[src/common/tcc_consts.svh]
`ifndef TCC_CONSTS_SVH
`define TCC_CONSTS_SVH
`define TCC_CNT_W 16
`define TCC_CNT_RESET 16'h0000
`define TCC_CMP0_RESET 16'h0000
`define TCC_CMP1_RESET 16'hFFFF
`define TCC_DIV8 8
`define TCC_DIV32 32
`define TCC_FILT_LEN 3
`define TCC_WAVES 6
`endif

[src/common/tcc_pkg.sv]
package tcc_pkg;
	typedef enum logic [1:0] {
		TCC_SRC_F1,
		TCC_SRC_F8,
		TCC_SRC_F32,
		TCC_SRC_FAST
	} tcc_src_t;
	typedef enum logic [1:0] {
		TCC_EDGE_RISE,
		TCC_EDGE_FALL,
		TCC_EDGE_BOTH,
		TCC_EDGE_RSVD
	} tcc_edge_t;
	typedef enum logic [1:0] {
		TCC_ACT_KEEP,
		TCC_ACT_TOGGLE,
		TCC_ACT_LOW,
		TCC_ACT_HIGH
	} tcc_act_t;
	typedef struct packed {
		logic count_run;
		tcc_src_t count_src;
		tcc_edge_t capture_edge_sel;
		logic capture_trigger_sel;
	} tcc_ctrl_a_t;
	typedef struct packed {
		logic [1:0] filter_sample_sel;
		logic reload_on_match1;
		logic compare_mode_sel;
		tcc_act_t match0_action;
		tcc_act_t match1_action;
	} tcc_ctrl_b_t;
	typedef struct packed {
		logic [5:0] wave_out_enable;
		logic group0_invert;
		logic group1_invert;
	} tcc_wave_ctrl_t;
	typedef struct packed {
		logic capture;
		logic overflow;
		logic compare0;
		logic compare1;
	} tcc_irq_t;
endpackage : tcc_pkg

[src/logic/tcc_timer.sv]
`timescale 1ns/10ps
`default_nettype none
`include "tcc_consts.svh"
module tcc_timer
	import tcc_pkg::*;
#(
	parameter int CNT_W = `TCC_CNT_W
) (
	input wire logic sys_clk_in,
	input wire logic rst_in,
	input wire logic fast_osc_tick_in,
	input wire logic slow_osc_trigger_in,
	input wire logic capture_pulse_input_in,
	input wire tcc_ctrl_a_t timer_control_a_in,
	input wire tcc_ctrl_b_t timer_control_b_in,
	input wire tcc_wave_ctrl_t waveform_output_control_in,
	input wire logic [5:0] port_data_in,
	input wire logic [5:0] port_fixed_level_in,
	input wire logic timer_count_wr_in,
	input wire logic cmp0_wr_in,
	input wire logic cmp1_wr_in,
	input wire logic [CNT_W-1:0] wr_data_in,
	output logic [CNT_W-1:0] timer_count_out,
	output logic [CNT_W-1:0] capture_or_compare0_value_out,
	output logic [CNT_W-1:0] compare1_value_out,
	output logic [5:0] compare_waveform_out,
	output tcc_irq_t irq_out
);
	initial begin
		if (CNT_W != 16) $error("tcc_timer: CNT_W must be 16");
	end

	logic tick8;
	logic tick32;
	logic filt_level;
	tcc_divider #(.DIV(`TCC_DIV8)) u_div8 (
		.sys_clk_in(sys_clk_in),
		.rst_in(rst_in),
		.tick_out(tick8)
	);
	tcc_divider #(.DIV(`TCC_DIV32)) u_div32 (
		.sys_clk_in(sys_clk_in),
		.rst_in(rst_in),
		.tick_out(tick32)
	);

	tcc_ctrl_a_t ca;
	tcc_ctrl_b_t cb;
	tcc_wave_ctrl_t cw;
	assign ca = timer_control_a_in;
	assign cb = timer_control_b_in;
	assign cw = waveform_output_control_in;

	logic cnt_tick;
	logic filt_sample;
	always_comb begin
		unique case (ca.count_src)
			TCC_SRC_F1: cnt_tick = 1'b1;
			TCC_SRC_F8: cnt_tick = tick8;
			TCC_SRC_F32: cnt_tick = tick32;
			TCC_SRC_FAST: cnt_tick = fast_osc_tick_in;
		endcase
		unique case (cb.filter_sample_sel)
			2'h1: filt_sample = 1'b1;
			2'h2: filt_sample = tick8;
			2'h3: filt_sample = tick32;
			default: filt_sample = 1'b0;
		endcase
	end

	tcc_filter u_filt (
		.sys_clk_in(sys_clk_in),
		.rst_in(rst_in),
		.raw_in(capture_pulse_input_in),
		.sample_in(filt_sample),
		.bypass_in(cb.filter_sample_sel == 2'h0),
		.level_out(filt_level)
	);

	// trigger edge detection; the edge is held until the next count tick
	logic trig;
	logic trig_d;
	logic pend;
	logic next_pend;
	logic edge_hit;
	assign trig = ca.capture_trigger_sel ? slow_osc_trigger_in : filt_level;
	always_comb begin
		unique case (ca.capture_edge_sel)
			TCC_EDGE_RISE: edge_hit = trig & ~trig_d;
			TCC_EDGE_FALL: edge_hit = ~trig & trig_d;
			TCC_EDGE_BOTH: edge_hit = trig ^ trig_d;
			TCC_EDGE_RSVD: edge_hit = 1'b0;
		endcase
	end

	logic [CNT_W-1:0] cnt;
	logic [CNT_W-1:0] next_cnt;
	logic [CNT_W-1:0] cmp0_buf;
	logic [CNT_W-1:0] next_cmp0_buf;
	logic [CNT_W-1:0] cmp1_buf;
	logic [CNT_W-1:0] next_cmp1_buf;
	logic [CNT_W-1:0] cmp0;
	logic [CNT_W-1:0] next_cmp0;
	logic [CNT_W-1:0] cmp1;
	logic [CNT_W-1:0] next_cmp1;
	logic [CNT_W-1:0] cap;
	logic [CNT_W-1:0] next_cap;
	logic wave0;
	logic next_wave0;
	logic wave1;
	logic next_wave1;
	tcc_irq_t irq;
	tcc_irq_t next_irq;
	logic mode_cmp;
	logic adv;
	logic ovf;
	logic m0;
	logic m1;
	assign mode_cmp = cb.compare_mode_sel;
	assign adv = ca.count_run & cnt_tick;
	assign ovf = adv & (cnt == '1);
	assign m0 = adv & mode_cmp & (cnt == cmp0);
	assign m1 = adv & mode_cmp & (cnt == cmp1);

	always_comb begin
		next_cnt = cnt;
		next_cap = cap;
		next_pend = pend;
		next_cmp0_buf = cmp0_buf;
		next_cmp1_buf = cmp1_buf;
		next_cmp0 = cmp0;
		next_cmp1 = cmp1;
		next_wave0 = wave0;
		next_wave1 = wave1;
		next_irq = '0;
		// counter write strobe has no path into next_cnt in either mode
		if (!ca.count_run) begin
			next_cnt = '0;
		end else if (adv) begin
			if (m1 && cb.reload_on_match1) next_cnt = '0;
			else next_cnt = cnt + CNT_W'(1);
		end
		if (!mode_cmp) begin
			// capture register stays write-protected here
			if (pend && cnt_tick) begin
				next_cap = cnt;
				next_irq.capture = 1'b1;
				next_pend = 1'b0;
			end
			// new edge wins over the clear, so back-to-back edges are not lost
			if (edge_hit && ca.count_run) next_pend = 1'b1;
		end else begin
			next_pend = 1'b0;
			if (cmp0_wr_in) next_cmp0_buf = wr_data_in;
			if (cmp1_wr_in) next_cmp1_buf = wr_data_in;
			if (!ca.count_run) begin
				if (cmp0_wr_in) next_cmp0 = wr_data_in;
				if (cmp1_wr_in) next_cmp1 = wr_data_in;
			end else if ((cb.reload_on_match1 && m1) || (!cb.reload_on_match1 && ovf)) begin
				next_cmp0 = next_cmp0_buf;
				next_cmp1 = next_cmp1_buf;
			end
			next_irq.compare0 = m0;
			next_irq.compare1 = m1;
			if (m0) next_wave0 = act(cb.match0_action, wave0);
			if (m1) next_wave1 = act(cb.match1_action, wave1);
		end
		next_irq.overflow = ovf;
	end

	function automatic logic act(input tcc_act_t a, input logic cur);
		unique case (a)
			TCC_ACT_KEEP: act = cur;
			TCC_ACT_TOGGLE: act = ~cur;
			TCC_ACT_LOW: act = 1'b0;
			TCC_ACT_HIGH: act = 1'b1;
		endcase
	endfunction : act

	always_ff @(posedge sys_clk_in) begin
		if (rst_in) begin
			cnt <= `TCC_CNT_RESET;
			cap <= `TCC_CMP0_RESET;
			cmp0_buf <= `TCC_CMP0_RESET;
			cmp1_buf <= `TCC_CMP1_RESET;
			cmp0 <= `TCC_CMP0_RESET;
			cmp1 <= `TCC_CMP1_RESET;
			pend <= 1'b0;
			trig_d <= 1'b0;
			wave0 <= 1'b0;
			wave1 <= 1'b0;
			irq <= '0;
		end else begin
			cnt <= next_cnt;
			cap <= next_cap;
			cmp0_buf <= next_cmp0_buf;
			cmp1_buf <= next_cmp1_buf;
			cmp0 <= next_cmp0;
			cmp1 <= next_cmp1;
			pend <= next_pend;
			trig_d <= trig;
			wave0 <= next_wave0;
			wave1 <= next_wave1;
			irq <= next_irq;
		end
	end

	// output unit: invert per group, gate per enable and compare mode, then port data picks wave or fixed level
	logic [5:0] wave_raw;
	logic [5:0] next_wave_pins;
	logic [5:0] wave_pins;
	always_comb begin
		wave_raw = {{3{wave1 ^ cw.group1_invert}}, {3{wave0 ^ cw.group0_invert}}};
		for (int i = 0; i < `TCC_WAVES; i++) begin
			if (port_data_in[i] && mode_cmp && cw.wave_out_enable[i]) begin
				next_wave_pins[i] = wave_raw[i];
			end else begin
				next_wave_pins[i] = port_fixed_level_in[i];
			end
		end
	end
	always_ff @(posedge sys_clk_in) begin
		if (rst_in) wave_pins <= '0;
		else wave_pins <= next_wave_pins;
	end

	assign timer_count_out = cnt;
	assign capture_or_compare0_value_out = mode_cmp ? cmp0_buf : cap;
	assign compare1_value_out = cmp1_buf;
	assign compare_waveform_out = wave_pins;
	assign irq_out = irq;

	property p_stop_clears;
		@(posedge sys_clk_in) disable iff (rst_in)
		!ca.count_run |=> (cnt == '0);
	endproperty
	a_stop_clears: assert property (p_stop_clears) else $error("counter not cleared when stopped");

	property p_ovf_irq;
		@(posedge sys_clk_in) disable iff (rst_in)
		(adv && cnt == 16'hFFFF && !(m1 && cb.reload_on_match1)) |=> (irq.overflow && cnt == '0);
	endproperty
	a_ovf_irq: assert property (p_ovf_irq) else $error("overflow missing irq or wrap");

	property p_count_up;
		@(posedge sys_clk_in) disable iff (rst_in)
		(adv && !m1 && cnt != 16'hFFFF) |=> (cnt == $past(cnt) + 16'h0001);
	endproperty
	a_count_up: assert property (p_count_up) else $error("counter did not increment");

	property p_reload;
		@(posedge sys_clk_in) disable iff (rst_in)
		(m1 && cb.reload_on_match1) |=> (cnt == '0 && irq.compare1);
	endproperty
	a_reload: assert property (p_reload) else $error("reload on match 1 failed");

	property p_capture;
		@(posedge sys_clk_in) disable iff (rst_in)
		(!mode_cmp && pend && cnt_tick) |=> (cap == $past(cnt) && irq.capture);
	endproperty
	a_capture: assert property (p_capture) else $error("capture value or irq wrong");

	property p_cap_lag;
		@(posedge sys_clk_in) disable iff (rst_in)
		(!mode_cmp && edge_hit && ca.count_run && ca.count_src == TCC_SRC_F1) |=> ##1 irq.capture;
	endproperty
	a_cap_lag: assert property (p_cap_lag) else $error("capture irq too late");

	property p_match0;
		@(posedge sys_clk_in) disable iff (rst_in)
		(mode_cmp && adv && cnt == cmp0) |=> irq.compare0;
	endproperty
	a_match0: assert property (p_match0) else $error("compare 0 irq missing");

	property p_stopped_load;
		@(posedge sys_clk_in) disable iff (rst_in)
		(mode_cmp && !ca.count_run && cmp1_wr_in) |=> (cmp1 == $past(wr_data_in));
	endproperty
	a_stopped_load: assert property (p_stopped_load) else $error("stopped compare load failed");

	property p_gate;
		@(posedge sys_clk_in) disable iff (rst_in)
		(!cw.wave_out_enable[0]) |=> (compare_waveform_out[0] == $past(port_fixed_level_in[0]));
	endproperty
	a_gate: assert property (p_gate) else $error("disabled output not at fixed level");

	property p_cnt_wr_ignored;
		@(posedge sys_clk_in) disable iff (rst_in)
		(timer_count_wr_in && adv && !m1 && cnt != 16'hFFFF) |=> (cnt == $past(cnt) + 16'h0001);
	endproperty
	a_cnt_wr_ignored: assert property (p_cnt_wr_ignored) else $error("counter write was not ignored");
endmodule : tcc_timer
`default_nettype wire

[src/logic/tcc_divider.sv]
`timescale 1ns/10ps
`default_nettype none
`include "tcc_consts.svh"
module tcc_divider
	import tcc_pkg::*;
#(
	parameter int DIV = 8
) (
	input wire logic sys_clk_in,
	input wire logic rst_in,
	output logic tick_out
);
	initial begin
		if (DIV < 2) $error("tcc_divider: DIV must be at least 2");
	end
	localparam int W = $clog2(DIV);
	logic [W-1:0] cnt;
	logic [W-1:0] next_cnt;
	always_comb begin
		next_cnt = (cnt == W'(DIV - 1)) ? '0 : cnt + W'(1);
	end
	always_ff @(posedge sys_clk_in) begin
		if (rst_in) cnt <= '0;
		else cnt <= next_cnt;
	end
	assign tick_out = (cnt == W'(DIV - 1));
endmodule : tcc_divider
`default_nettype wire

[src/logic/tcc_filter.sv]
`timescale 1ns/10ps
`default_nettype none
`include "tcc_consts.svh"
module tcc_filter
	import tcc_pkg::*;
#(
	parameter int LEN = `TCC_FILT_LEN
) (
	input wire logic sys_clk_in,
	input wire logic rst_in,
	input wire logic raw_in,
	input wire logic sample_in,
	input wire logic bypass_in,
	output logic level_out
);
	initial begin
		if (LEN < 2) $error("tcc_filter: LEN must be at least 2");
	end
	logic [LEN-1:0] hist;
	logic [LEN-1:0] next_hist;
	logic level;
	logic next_level;
	// unless bypassed, level moves only after LEN equal samples, rejecting short glitches
	always_comb begin
		next_hist = hist;
		next_level = level;
		if (bypass_in) begin
			next_hist = {LEN{raw_in}};
			next_level = raw_in;
		end else if (sample_in) begin
			next_hist = {hist[LEN-2:0], raw_in};
			if (&next_hist) next_level = 1'b1;
			else if (~|next_hist) next_level = 1'b0;
		end
	end
	always_ff @(posedge sys_clk_in) begin
		if (rst_in) begin
			hist <= '0;
			level <= 1'b0;
		end else begin
			hist <= next_hist;
			level <= next_level;
		end
	end
	assign level_out = level;
endmodule : tcc_filter
`default_nettype wire

[config.mk]
export PLATFORM = sky130hd
export DESIGN_NAME = tcc_timer
export DESIGN_NICKNAME = d
export VERILOG_FILES = /design/src/common/tcc_pkg.sv /design/src/logic/tcc_timer.sv /design/src/logic/tcc_divider.sv /design/src/logic/tcc_filter.sv
export VERILOG_INCLUDE_DIRS = /design/src /design/src/common
export SDC_FILE = /design/constraint.sdc
export NUM_CORES = 1
export LEC_CHECK = 0
export ABC_AREA = 1
export BUFFER_PORTS_ARGS = -buffer_cell sky130_fd_sc_hd__clkbuf_2
export CAP_MARGIN = 20
export CORE_AREA = 4 4 128 130
export CTS_CLUSTER_SIZE = 40
export DETAILED_ROUTE_END_ITERATION = 16
export DIE_AREA = 0 0 132 134
export SETUP_SLACK_MARGIN = 0.4
export SYNTH_ARGS = -nofsm -noshare
export SYNTH_HDL_FRONTEND = slang
export SYNTH_HIERARCHICAL = 1
export SYNTH_SLANG_ARGS = --single-unit
export TNS_END_PERCENT = 10
[constraint.sdc]
create_clock -name sys_clk_in -period 5.2 [get_ports sys_clk_in]
set_input_delay 0.52 -clock sys_clk_in [delete_from_list [all_inputs] [get_ports sys_clk_in]]
set_output_delay 0.52 -clock sys_clk_in [all_outputs]
set_load 0.01 [all_outputs]
==> report_table.html, run 1 <==
<table>
<tr><th>Metric</th><th>Value</th></tr>
<tr><th colspan="2">Synth</th></tr>
<tr><td>Synthesized cell area</td><td>between 6000 and 7000 µm²</td></tr>
<tr><td>Area leader, netlist</td><td>sky130_fd_sc_hd__dfxtp_1</td></tr>
<tr><td>Sequential-to-total area share from yosys stat</td><td>about two fifths</td></tr>
<tr><td>Number of standard cells after synthesis</td><td>916</td></tr>
<tr><td>Post-synth EDFFs</td><td>0</td></tr>
<tr><td>Mean instance size in the synthesized netlist</td><td>about 6.7 µm²</td></tr>
<tr><td>Area share of the leading cell type in the synthesized netlist</td><td>between 30% and 40%</td></tr>
<tr><td>Prevailing post-synth register cell</td><td>sky130_fd_sc_hd__dfxtp_1</td></tr>
<tr><td>Share of flip-flops with an asynchronous set or reset after synthesis</td><td>0%</td></tr>
<tr><td>Number of different library cells in the post-synthesis netlist</td><td>35</td></tr>
<tr><td>Net count after synthesis</td><td>between 900 and 1,000</td></tr>
<tr><td>Number of warnings reported in the yosys synthesis log</td><td>6</td></tr>
<tr><td>Cell types occupying the most area after synthesis</td><td>sky130_fd_sc_hd__dfxtp_1, sky130_fd_sc_hd__nand2_1, sky130_fd_sc_hd__o21ai_0</td></tr>
<tr><td>Seq cells post-synth</td><td>121</td></tr>
<tr><th colspan="2">Timing</th></tr>
<tr><td>Setup tns final</td><td>0 ps</td></tr>
<tr><td>Worst-case headroom to the max-slew limit</td><td>~44%</td></tr>
<tr><td>Final cycle utilization of the critical path</td><td>58.5%</td></tr>
<tr><td>Layout Skew</td><td>slightly below 8 ps</td></tr>
<tr><td>Unrepaired setup endpoints after global routing</td><td>no</td></tr>
<tr><td>Final hold violation count</td><td>0</td></tr>
<tr><td>Least-Margin Pin Slew</td><td>around 830 ps</td></tr>
<tr><td>Highest clock rate</td><td>between 0.3 and 0.4 GHz</td></tr>
<tr><td>Count of final max-slew check failures</td><td>0</td></tr>
<tr><td>Crit path time final</td><td>around 3000 ps</td></tr>
<tr><td>Finish-stage setup viols</td><td>0</td></tr>
<tr><th colspan="2">Detailed routing</th></tr>
<tr><td>Via count normalized by instance count</td><td>between 4 and 5</td></tr>
<tr><td>Post-DRT Antenna Nets</td><td>0</td></tr>
<tr><td>Detailed Routing Iterations Pass 1</td><td>5</td></tr>
<tr><td>DRT Wirelength</td><td>~18,000 µm</td></tr>
<tr><td>DR iter-0 viols</td><td>a little over 400</td></tr>
<tr><td>Detail-routed net length per standard cell</td><td>between 10 and 15 µm</td></tr>
<tr><td>Via total after detailed routing</td><td>between 5,000 and 6,000</td></tr>
<tr><td>Number of DRC violations after detailed routing</td><td>0</td></tr>
<tr><th colspan="2">Place</th></tr>
<tr><td>Routability congestion estimate</td><td>0.869</td></tr>
<tr><td>I/O Buffers</td><td>around 110</td></tr>
<tr><td>Final HPWL DP</td><td>12,900 µm</td></tr>
<tr><td>Total placed instance area</td><td>~6800 µm²</td></tr>
<tr><th colspan="2">Cells and area</th></tr>
<tr><td>Most used cells in the layout excluding fill and tap cells</td><td>sky130_fd_sc_hd__nand2_1, sky130_fd_sc_hd__dfxtp_1, sky130_fd_sc_hd__nor2_1, sky130_fd_sc_hd__clkbuf_2, sky130_fd_sc_hd__inv_1</td></tr>
<tr><td>Most common cell after layout, fill and taps aside</td><td>sky130_fd_sc_hd__nand2_1</td></tr>
<tr><td>Sequential cell area in the final layout</td><td>between 2000 and 2500 µm²</td></tr>
<tr><td>Relative area change from synthesis to final layout</td><td>21.1%</td></tr>
<tr><td># diodes</td><td>0</td></tr>
<tr><td>Total area of multi-input combinational cells</td><td>about 3100 µm²</td></tr>
<tr><td>Number of filler instances in the final layout</td><td>1,547</td></tr>
<tr><td>Share of final-layout standard cells stronger than drive strength 1</td><td>17.3%</td></tr>
<tr><td>Final layout net count</td><td>between 1,000 and 1,500</td></tr>
<tr><td>Final instance area</td><td>~7400 µm²</td></tr>
<tr><th colspan="2">Floorplanning</th></tr>
<tr><td>Die Ht</td><td>between 100 and 150 µm</td></tr>
<tr><td>Die ar.</td><td>~18,000 µm²</td></tr>
<tr><td>Count of pins on the block boundary</td><td>116</td></tr>
<tr><td>Number of placement rows</td><td>45</td></tr>
<tr><td>Core Footprint</td><td>about 15,000 µm²</td></tr>
<tr><td>Effective utilization at floorplan</td><td>between 40 and 50%</td></tr>
<tr><td>Die X</td><td>between 100 and 150 µm</td></tr>
<tr><th colspan="2">Critical path</th></tr>
<tr><td>Most repeated library cell on the critical path</td><td>sky130_fd_sc_hd__nand2_1</td></tr>
<tr><td>Data required time at the worst endpoint</td><td>5490 ps</td></tr>
<tr><td>Worst-path fanout max</td><td>49</td></tr>
<tr><td>CP max stage cell</td><td>sky130_fd_sc_hd__nand2_4</td></tr>
<tr><td>Start point of the critical path</td><td>u_div32/cnt[0]$_SDFF_PP0_</td></tr>
<tr><td>Type of the setup path with the least slack</td><td>register to register</td></tr>
<tr><td>Worst flop-to-flop path startpoint</td><td>u_div32/cnt[0]$_SDFF_PP0_</td></tr>
<tr><td>Worst Path Arrival</td><td>between 3000 and 4000 ps</td></tr>
<tr><td>Critical path cell sequence</td><td>ha_1, nand2_1, nor2_1, ha_1, nand2_1, nand3_1, nand3_2, nor2_4, nand4_4, nand2_4, nand2_2, nand2_1, nand3_1</td></tr>
<tr><td>CP max stage delay</td><td>440 ps</td></tr>
<tr><td>CP startpoint kind</td><td>register</td></tr>
<tr><td>CP Capture Type</td><td>register</td></tr>
<tr><th colspan="2">Power and ir drop</th></tr>
<tr><td>Total power density per cell area</td><td>approximately 340 nW/µm²</td></tr>
<tr><td>Leakage Power</td><td>between 3 and 4 nW</td></tr>
<tr><td>Max rail drop VDD</td><td>229 µV</td></tr>
<tr><th colspan="2">Clock network</th></tr>
<tr><td>Root Buffer Master</td><td>sky130_fd_sc_hd__clkbuf_16</td></tr>
<tr><td>Later-pin clock latency in the skew report</td><td>420 ps</td></tr>
<tr><td>Number of setup buffers added after CTS</td><td>0</td></tr>
<tr><td>Buffer depth of the longest clock path</td><td>2</td></tr>
<tr><td>Clock transition at the register clock pins on the worst setup and hold paths after CTS</td><td>60 ps</td></tr>
<tr><td>TritonCTS clock tree</td><td>yes</td></tr>
<tr><td>TritonCTS Buffers</td><td>17</td></tr>
<tr><td>H-tree depth</td><td>4</td></tr>
<tr><td>Total number of clock tree sinks</td><td>between 100 and 150</td></tr>
<tr><td>Number of instances resized during post-cts repair</td><td>0</td></tr>
<tr><td>Post-CTS Hold Fix Bufs</td><td>0</td></tr>
<tr><th colspan="2">Global routing</th></tr>
<tr><td>Number of global-route vias before repair</td><td>approximately 5,500</td></tr>
<tr><td>Maximum number of pins on one net before global-route repair</td><td>50</td></tr>
<tr><td>Final global-route overflow total</td><td>0</td></tr>
<tr><td>Initial antenna violation count</td><td>0</td></tr>
<tr><td>Gr usage total</td><td>about a fifth</td></tr>
<tr><td>First-pass GRT wire length</td><td>between 20,000 and 30,000 µm</td></tr>
<tr><th colspan="2">Hold path</th></tr>
<tr><td>Path type of the worst min-delay path</td><td>primary input to register</td></tr>
<tr><td>Startpoint of the worst hold path</td><td>port_fixed_level_in[1]</td></tr>
<tr><th colspan="2">Job</th></tr>
<tr><td>Max capacitance violation total</td><td>0</td></tr>
<tr><th colspan="2">Status</th></tr>
<tr><td>Status</td><td>complete, no violations</td></tr>
</table>
-- worst max-delay path, delay by kind of cell, from the launching register on --
kind	cells	cell delay (ps)
simple gates	11	2100
fa+ha+maj	2	410
flops	1	380
-- Yosys cell counts (all sizes together), types with 6 or more instances --
cell / number
o21bai: 17
nand2: 183
xor2: 15
clkbuf: 28
nand4: 9
o21ai: 97
a211oi: 6
buf: 18
nor2: 122
nand3: 70
a21oi: 82
inv: 115
nor3: 9
dfxtp: 121
ha: 7
-- power breakdown --
group	switching, mW	internal, mW	leakage [nW]
sequential	0.0281	0.969	0.989
clock	0.428	0.821	0.301
combinational	0.166	0.0955	2.09
total	0.623	1.89	3.38
-- metrics by stage --
stage | utilization [%] | hold slack (ps) | std cells | worst slack, ps | total power [mW]
3_5_place_dp | 44.7 | 419 | 1177 | 1980 | 1.28
5_1_grt | 49.0 | 309 | 1210 | 1830 | 2.61
4_1_cts | 48.8 | 298 | 1209 | 2190 | 2.53
3_3_place_gp | 44.7 | 415 | 1177 | 1990 | 1.27
6_report | 49.0 | 315 | 1210 | 2160 | 2.51
2_1_floorplan | - | 397 | 916 | 3110 | 1.19
-- routing by layer --
| metal | wire (µm) | vias to the layer above | share of wire (%) | track usage [%] |
|---|---|---|---|---|
| li1 | - | 3153 | - | - |
| met1 | 8590 | 2640 | 48 | 28.6 |
| met2 | 7810 | 153 | 44 | 31.5 |
| met3 | 928 | 25 | 5.2 | 4.65 |
| met4 | 384 | 0 | 2.2 | 7.06 |
| met5 | 0 | - | 0 | 0 |
-- cell families after synthesis --
group / Yosys count / share of synthesized area, %
AOI/OAI and AO/OA: 208 / 18.2
buffers and inverters: 163 / 10.6
adders and majority gates: 7 / 1.43
xor gates and xnor gates: 19 / 2.71
DFF: 121 / 39.5
and+or+nand+nor: 398 / 27.6
-- area by class of cell --
cell class | count | area share, %
Clock buffer | 19 | 6.10
Clock inverter | 13 | 2.36
Inverter | 117 | 5.92
Multi-Input combinational cell | 632 | 41.3
Sequential cell | 121 | 32.6
Tap cell | 188 | 3.17
Timing Repair Buffer | 120 | 8.56
-- worst paths after layout --
path,endpoint,slack (ps),depth (start not counted)
worst max register to register,cmp1[5]$_SDFFE_PP1P_,2160,13
worst min-delay path,compare_waveform_out[1]$_SDFF_PP0_,310,3
worst max-delay path,cmp1[5]$_SDFFE_PP1P_,2160,13
worst min register to register,u_div8/cnt[0]$_SDFF_PP0_,420,1
-- flip-flops by register name, summed over array words and instances, names as in the netlist --
name / cells
cap: 16
cmp0: 16
cmp0_buf: 16
cmp1: 16
compare1_value_out: 16
timer_count_out: 16
compare_waveform_out: 6
u_div32/cnt: 5
irq_out: 4
u_div8/cnt: 3
u_filt/hist: 2
pend: 1
trig_d: 1
u_filt/level_out: 1
wave0: 1
wave1: 1
(Power assumes the default switching activity.)
==> run 2: changes to the inputs <==
- ABC_AREA: 1 -> 0
- CORE_AREA: 4 4 128 130 -> 4 4 126 128
- DIE_AREA: 0 0 132 134 -> 0 0 130 132
- clock period: 5.2 -> 3.2 ns (I/O delays scaled with it)
==> report_table.html, run 2 <==
<table>
<tr><th>Metric</th><th>Value</th></tr>
<tr><th colspan="2">Clock network</th></tr>
<tr><td>Root Buffer Master</td><td>sky130_fd_sc_hd__clkbuf_16 (unchanged)</td></tr>
<tr><td>TritonCTS Buffers</td><td>17 (unchanged)</td></tr>
<tr><td>Clock transition at the register clock pins on the worst setup and hold paths after CTS</td><td>60 ps (about the same)</td></tr>
<tr><td>TritonCTS clock tree</td><td>yes (unchanged)</td></tr>
<tr><td>H-tree depth</td><td>4 (unchanged)</td></tr>
<tr><td>Number of setup buffers added after CTS</td><td>0 (unchanged)</td></tr>
<tr><td>Buffer depth of the longest clock path</td><td>2 (unchanged)</td></tr>
<tr><td>Total number of clock tree sinks</td><td>121 (unchanged)</td></tr>
<tr><td>Later-pin clock latency in the skew report</td><td>420 ps (about the same)</td></tr>
<tr><th colspan="2">Floorplanning</th></tr>
<tr><td>Die ar.</td><td>17,200 µm² (was 17,700 µm²)</td></tr>
<tr><td>Number of placement rows</td><td>45 (unchanged)</td></tr>
<tr><td>Die X</td><td>130 µm (was 132 µm)</td></tr>
<tr><td>Core Footprint</td><td>14,900 µm² (was 15,100 µm²)</td></tr>
<tr><td>Die Ht</td><td>132 µm (was 134 µm)</td></tr>
<tr><td>Effective utilization at floorplan</td><td>39.8% (was 40.5%)</td></tr>
<tr><td>Count of pins on the block boundary</td><td>116 (unchanged)</td></tr>
<tr><th colspan="2">Synth</th></tr>
<tr><td>Seq cells post-synth</td><td>121 (unchanged)</td></tr>
<tr><td>Sequential-to-total area share from yosys stat</td><td>41.0% (was 39.5%)</td></tr>
<tr><td>Complex-gate fraction of the synthesized area</td><td>16.4% (was 18.2%)</td></tr>
<tr><td>Number of warnings reported in the yosys synthesis log</td><td>6 (unchanged)</td></tr>
<tr><td>Number of standard cells after synthesis</td><td>657 (was 916)</td></tr>
<tr><td>Net count after synthesis</td><td>722 (was 981)</td></tr>
<tr><td>Xor-xnor portion of the synthesized cell area</td><td>7.26% (was 2.71%)</td></tr>
<tr><td>Mean instance size in the synthesized netlist</td><td>9.00 µm² (was 6.69 µm²)</td></tr>
<tr><td>Leading cell types by count after synthesis</td><td>sky130_fd_sc_hd__dfxtp_1, sky130_fd_sc_hd__nand2_1, sky130_fd_sc_hd__a21oi_1 (was sky130_fd_sc_hd__nand2_1, sky130_fd_sc_hd__dfxtp_1, sky130_fd_sc_hd__nor2_1)</td></tr>
<tr><td>Post-synth EDFFs</td><td>0 (unchanged)</td></tr>
<tr><td>Prevailing post-synth register cell</td><td>sky130_fd_sc_hd__dfxtp_1 (unchanged)</td></tr>
<tr><td>Cell types occupying the most area after synthesis</td><td>sky130_fd_sc_hd__dfxtp_1, sky130_fd_sc_hd__mux2_2, sky130_fd_sc_hd__xnor2_1 (was sky130_fd_sc_hd__dfxtp_1, sky130_fd_sc_hd__nand2_1, sky130_fd_sc_hd__o21ai_0)</td></tr>
<tr><td>Number of different library cells in the post-synthesis netlist</td><td>51 (was 35)</td></tr>
<tr><td>Synthesized-area fraction occupied by and/or/nand/nor cells</td><td>17.4% (was 27.6%)</td></tr>
<tr><td>Area share of the leading cell type in the synthesized netlist</td><td>41.0% (was 39.5%)</td></tr>
<tr><td>Post-Synth Adder-Cell Area</td><td>1.48% (was 1.43%)</td></tr>
<tr><td>Share of flip-flops with an asynchronous set or reset after synthesis</td><td>0% (unchanged)</td></tr>
<tr><td>Portion of netlist area occupied by mux cells</td><td>10.8% (was 0%)</td></tr>
<tr><td>Dominant combinational cell family by area after synthesis</td><td>simple AND/OR/NAND/NOR gates (unchanged)</td></tr>
<tr><td>Area leader, netlist</td><td>sky130_fd_sc_hd__dfxtp_1 (unchanged)</td></tr>
<tr><td>Most frequent cell after synthesis</td><td>sky130_fd_sc_hd__dfxtp_1 (was sky130_fd_sc_hd__nand2_1)</td></tr>
<tr><td>Synthesized cell area</td><td>5910 µm² (was 6130 µm²)</td></tr>
<tr><th colspan="2">Timing</th></tr>
<tr><td>Layout Skew</td><td>6.12 ps (was 7.70 ps)</td></tr>
<tr><td>Final cycle utilization of the critical path</td><td>81.5% (was 58.5%)</td></tr>
<tr><td>Least-Margin Pin Slew</td><td>879 ps (was 835 ps)</td></tr>
<tr><td>Least setup slack across all paths after layout</td><td>591 ps (was 2160 ps)</td></tr>
<tr><td>Finish-stage setup viols</td><td>0 (unchanged)</td></tr>
<tr><td>Highest clock rate</td><td>0.383 GHz (was 0.328 GHz)</td></tr>
<tr><td>Setup tns final</td><td>0 ps (unchanged)</td></tr>
<tr><td>Final hold violation count</td><td>0 (unchanged)</td></tr>
<tr><td>Crit path time final</td><td>2610 ps (was 3040 ps)</td></tr>
<tr><td>Worst-case headroom to the max-slew limit</td><td>41.4% (was 44.3%)</td></tr>
<tr><td>Worst hold margin</td><td>141 ps (was 315 ps)</td></tr>
<tr><td>Count of final max-slew check failures</td><td>0 (unchanged)</td></tr>
<tr><td>Unrepaired setup endpoints after global routing</td><td>no (unchanged)</td></tr>
<tr><th colspan="2">Power and ir drop</th></tr>
<tr><td>Fraction of power spent switching nets</td><td>23.0% (was 24.8%)</td></tr>
<tr><td>Clock network fraction of total power</td><td>51.2% (was 49.8%)</td></tr>
<tr><td>Leakage Power</td><td>2.97 nW (was 3.38 nW)</td></tr>
<tr><td>Switch Pwr</td><td>927 µW (was 623 µW)</td></tr>
<tr><td>Max rail drop VDD</td><td>335 µV (was 229 µV)</td></tr>
<tr><td>Combinational fraction of design power</td><td>8.9% (was 10.4%)</td></tr>
<tr><td>Int Pwr</td><td>3.11 mW (was 1.89 mW)</td></tr>
<tr><td>Total power density per cell area</td><td>551 nW/µm² (was 338 nW/µm²)</td></tr>
<tr><td>Part of the total power dissipated in sequential elements</td><td>39.8% (was 39.7%)</td></tr>
<tr><th colspan="2">Global routing</th></tr>
<tr><td>First-pass GRT wire length</td><td>26,900 µm (was 29,100 µm)</td></tr>
<tr><td>Number of global-route vias before repair</td><td>5,119 (was 5,519)</td></tr>
<tr><td>Gr usage total</td><td>19.9% (was 20.5%)</td></tr>
<tr><td>Initial antenna violation count</td><td>0 (unchanged)</td></tr>
<tr><td>Final global-route overflow total</td><td>0 (unchanged)</td></tr>
<tr><td>Maximum number of pins on one net before global-route repair</td><td>65 (was 50)</td></tr>
<tr><th colspan="2">Critical path</th></tr>
<tr><td>Worst flop-to-flop path startpoint</td><td>u_div32/cnt[0]$_SDFF_PP0_ (unchanged)</td></tr>
<tr><td>Worst Path Arrival</td><td>2930 ps (was 3330 ps)</td></tr>
<tr><td>Data required time at the worst endpoint</td><td>3520 ps (was 5490 ps)</td></tr>
<tr><td>Type of the setup path with the least slack</td><td>register to register (unchanged)</td></tr>
<tr><td>R2R depth</td><td>10 (was 13)</td></tr>
<tr><td>Flop2flop setup slack</td><td>590 ps (was 2160 ps)</td></tr>
<tr><td>CP Capture Type</td><td>register (unchanged)</td></tr>
<tr><td>CP startpoint kind</td><td>register (unchanged)</td></tr>
<tr><td>Endpoint of the most critical register-to-register path</td><td>cmp0[1]$_SDFFE_PP0P_ (was cmp1[5]$_SDFFE_PP1P_)</td></tr>
<tr><td>Worst-path fanout max</td><td>32 (was 49)</td></tr>
<tr><th colspan="2">Place</th></tr>
<tr><td>Routability congestion estimate</td><td>0.824 (was 0.869)</td></tr>
<tr><td>Final HPWL DP</td><td>12,100 µm (was 12,900 µm)</td></tr>
<tr><td>I/O Buffers</td><td>114 (unchanged)</td></tr>
<tr><td>Post-place setup slack</td><td>445 ps (was 1980 ps)</td></tr>
<tr><th colspan="2">Cells and area</th></tr>
<tr><td>Most common cell after layout, fill and taps aside</td><td>sky130_fd_sc_hd__dfxtp_1 (was sky130_fd_sc_hd__nand2_1)</td></tr>
<tr><td>Share of final-layout standard cells stronger than drive strength 1</td><td>30.4% (was 17.3%)</td></tr>
<tr><td># diodes</td><td>0 (unchanged)</td></tr>
<tr><td>Final layout net count</td><td>821 (was 1,074)</td></tr>
<tr><td>Most used cells in the layout excluding fill and tap cells</td><td>sky130_fd_sc_hd__dfxtp_1, sky130_fd_sc_hd__clkbuf_2, sky130_fd_sc_hd__nand2_1, sky130_fd_sc_hd__a21oi_1, sky130_fd_sc_hd__mux2_2 (was sky130_fd_sc_hd__nand2_1, sky130_fd_sc_hd__dfxtp_1, sky130_fd_sc_hd__nor2_1, sky130_fd_sc_hd__clkbuf_2, sky130_fd_sc_hd__inv_1)</td></tr>
<tr><td>Core occupancy in the finished layout</td><td>49.3% (was 49.0%)</td></tr>
<tr><td>Relative area change from synthesis to final layout</td><td>23.8% (was 21.1%)</td></tr>
<tr><th colspan="2">Detailed routing</th></tr>
<tr><td>Detailed Routing Iterations Pass 1</td><td>4 (was 5)</td></tr>
<tr><td>DR iter-0 viols</td><td>267 (was 406)</td></tr>
<tr><td>Via total after detailed routing</td><td>5,233 (was 5,971)</td></tr>
<tr><td>Via count normalized by instance count</td><td>5.47 (was 4.93)</td></tr>
<tr><td>DRT Wirelength</td><td>17,300 µm (was 17,700 µm)</td></tr>
<tr><td>Detail-routed net length per standard cell</td><td>18.1 µm (was 14.6 µm)</td></tr>
<tr><td>Number of DRC violations after detailed routing</td><td>0 (unchanged)</td></tr>
<tr><td>Post-DRT Antenna Nets</td><td>0 (unchanged)</td></tr>
<tr><th colspan="2">Hold path</th></tr>
<tr><td>Hold worst-path end</td><td>compare_waveform_out[2]$_SDFF_PP0_ (was compare_waveform_out[1]$_SDFF_PP0_)</td></tr>
<tr><td>Worst hold path stage count</td><td>3 (unchanged)</td></tr>
<tr><td>Path type of the worst min-delay path</td><td>primary input to register (unchanged)</td></tr>
<tr><td>Startpoint of the worst hold path</td><td>port_fixed_level_in[2] (was port_fixed_level_in[1])</td></tr>
<tr><th colspan="2">Job</th></tr>
<tr><td>Max capacitance violation total</td><td>0 (unchanged)</td></tr>
<tr><th colspan="2">Status</th></tr>
<tr><td>Status</td><td>complete, no violations (unchanged)</td></tr>
</table>
run 2: changes by cell type after synthesis, moves of 34 or more:
cell                      before  now
sky130_fd_sc_hd__nor2_1      117   45
sky130_fd_sc_hd__nand3_1      69    9
sky130_fd_sc_hd__o21ai_0      97    2
sky130_fd_sc_hd__inv_1       106   22
sky130_fd_sc_hd__nand2_1     180   80
sky130_fd_sc_hd__mux2_2        0   48
sky130_fd_sc_hd__xnor2_1       4   38
run 2: worst max path at each step:
stage                                    startpoint                                to  slack, ps
after global routing      u_div32/cnt[0]$_SDFF_PP0_             cmp0[10]$_SDFFE_PP0P_        400
after CTS                 u_div32/cnt[0]$_SDFF_PP0_              cmp0[1]$_SDFFE_PP0P_        490
after global placement    u_div32/cnt[0]$_SDFF_PP0_  timer_count_out[13]$_SDFFE_PP0N_        530
after floorplan           u_div32/cnt[0]$_SDFF_PP0_             cmp0[15]$_SDFFE_PP0P_        750
final                     u_div32/cnt[0]$_SDFF_PP0_              cmp0[1]$_SDFFE_PP0P_        590
after detailed placement  u_div32/cnt[0]$_SDFF_PP0_  timer_count_out[11]$_SDFFE_PP0N_        450
run 2: what timing repair did:
item	in CTS	in global routing
setup endpoints to repair	7	50
cloned	0	1
endpoints found under the hold margin	0	0
resized for setup	1	3
hold buffers	0	0
pin swaps	0	1
run 2: cells by family after synthesis:
kind of cell	count (synthesis)
fa+ha+maj	7
buf+inv	79
mux	57
simple gates	208
flops	121
compound gates	136
xor+xnor	49
run 2: power by group through the flow:
stage,Combinational (mW),Sequential [mW],Clock (mW)
final,0.360,1.61,2.07
after global routing,0.397,1.61,2.16
after CTS,0.361,1.61,2.09
after detailed placement,0.358,1.64,0
after global placement,0.348,1.64,0
after floorplan,0.221,1.64,0
run 2: per-stage QoR:
stage          total power [mW]  cells  area [µm²]
2_1_floorplan              1.86    657        5910
3_3_place_gp               1.98    924        6650
3_5_place_dp               2.00    924        6650
4_1_cts                    4.06    956        7290
5_1_grt                    4.17    957        7320
6_report                   4.04    957        7320
run 2: layer usage:
layer	vias to the layer above	share of wire, %	global-route usage [%]
li1	2522	-	-
met2	174	47	32.0
met5	-	0	0
met4	0	1.9	6.87
met3	25	6.8	4.25
met1	2512	44	26.4
run 2: layout make-up:
class | count | area [µm²]
multi-input combinational | 457 | 3170
fill | 1426 | 7540
clock inverter | 7 | 138
sequential | 121 | 2420
tap | 188 | 235
clock buffer | 25 | 495
inverter | 22 | 82.6
timing repair buffer | 137 | 776
run 2: worst max-delay path: stages, from the launching register on:
cell and delay, ps:
sky130_fd_sc_hd__dfxtp_1 330, sky130_fd_sc_hd__ha_1 230, sky130_fd_sc_hd__and3_2 180, sky130_fd_sc_hd__ha_2 220
sky130_fd_sc_hd__mux2i_2 210, sky130_fd_sc_hd__a21o_1 330, sky130_fd_sc_hd__nor4_4 100, sky130_fd_sc_hd__a31oi_4 270
sky130_fd_sc_hd__buf_12 230, sky130_fd_sc_hd__a21oi_1 100, sky130_fd_sc_hd__a311oi_1 270
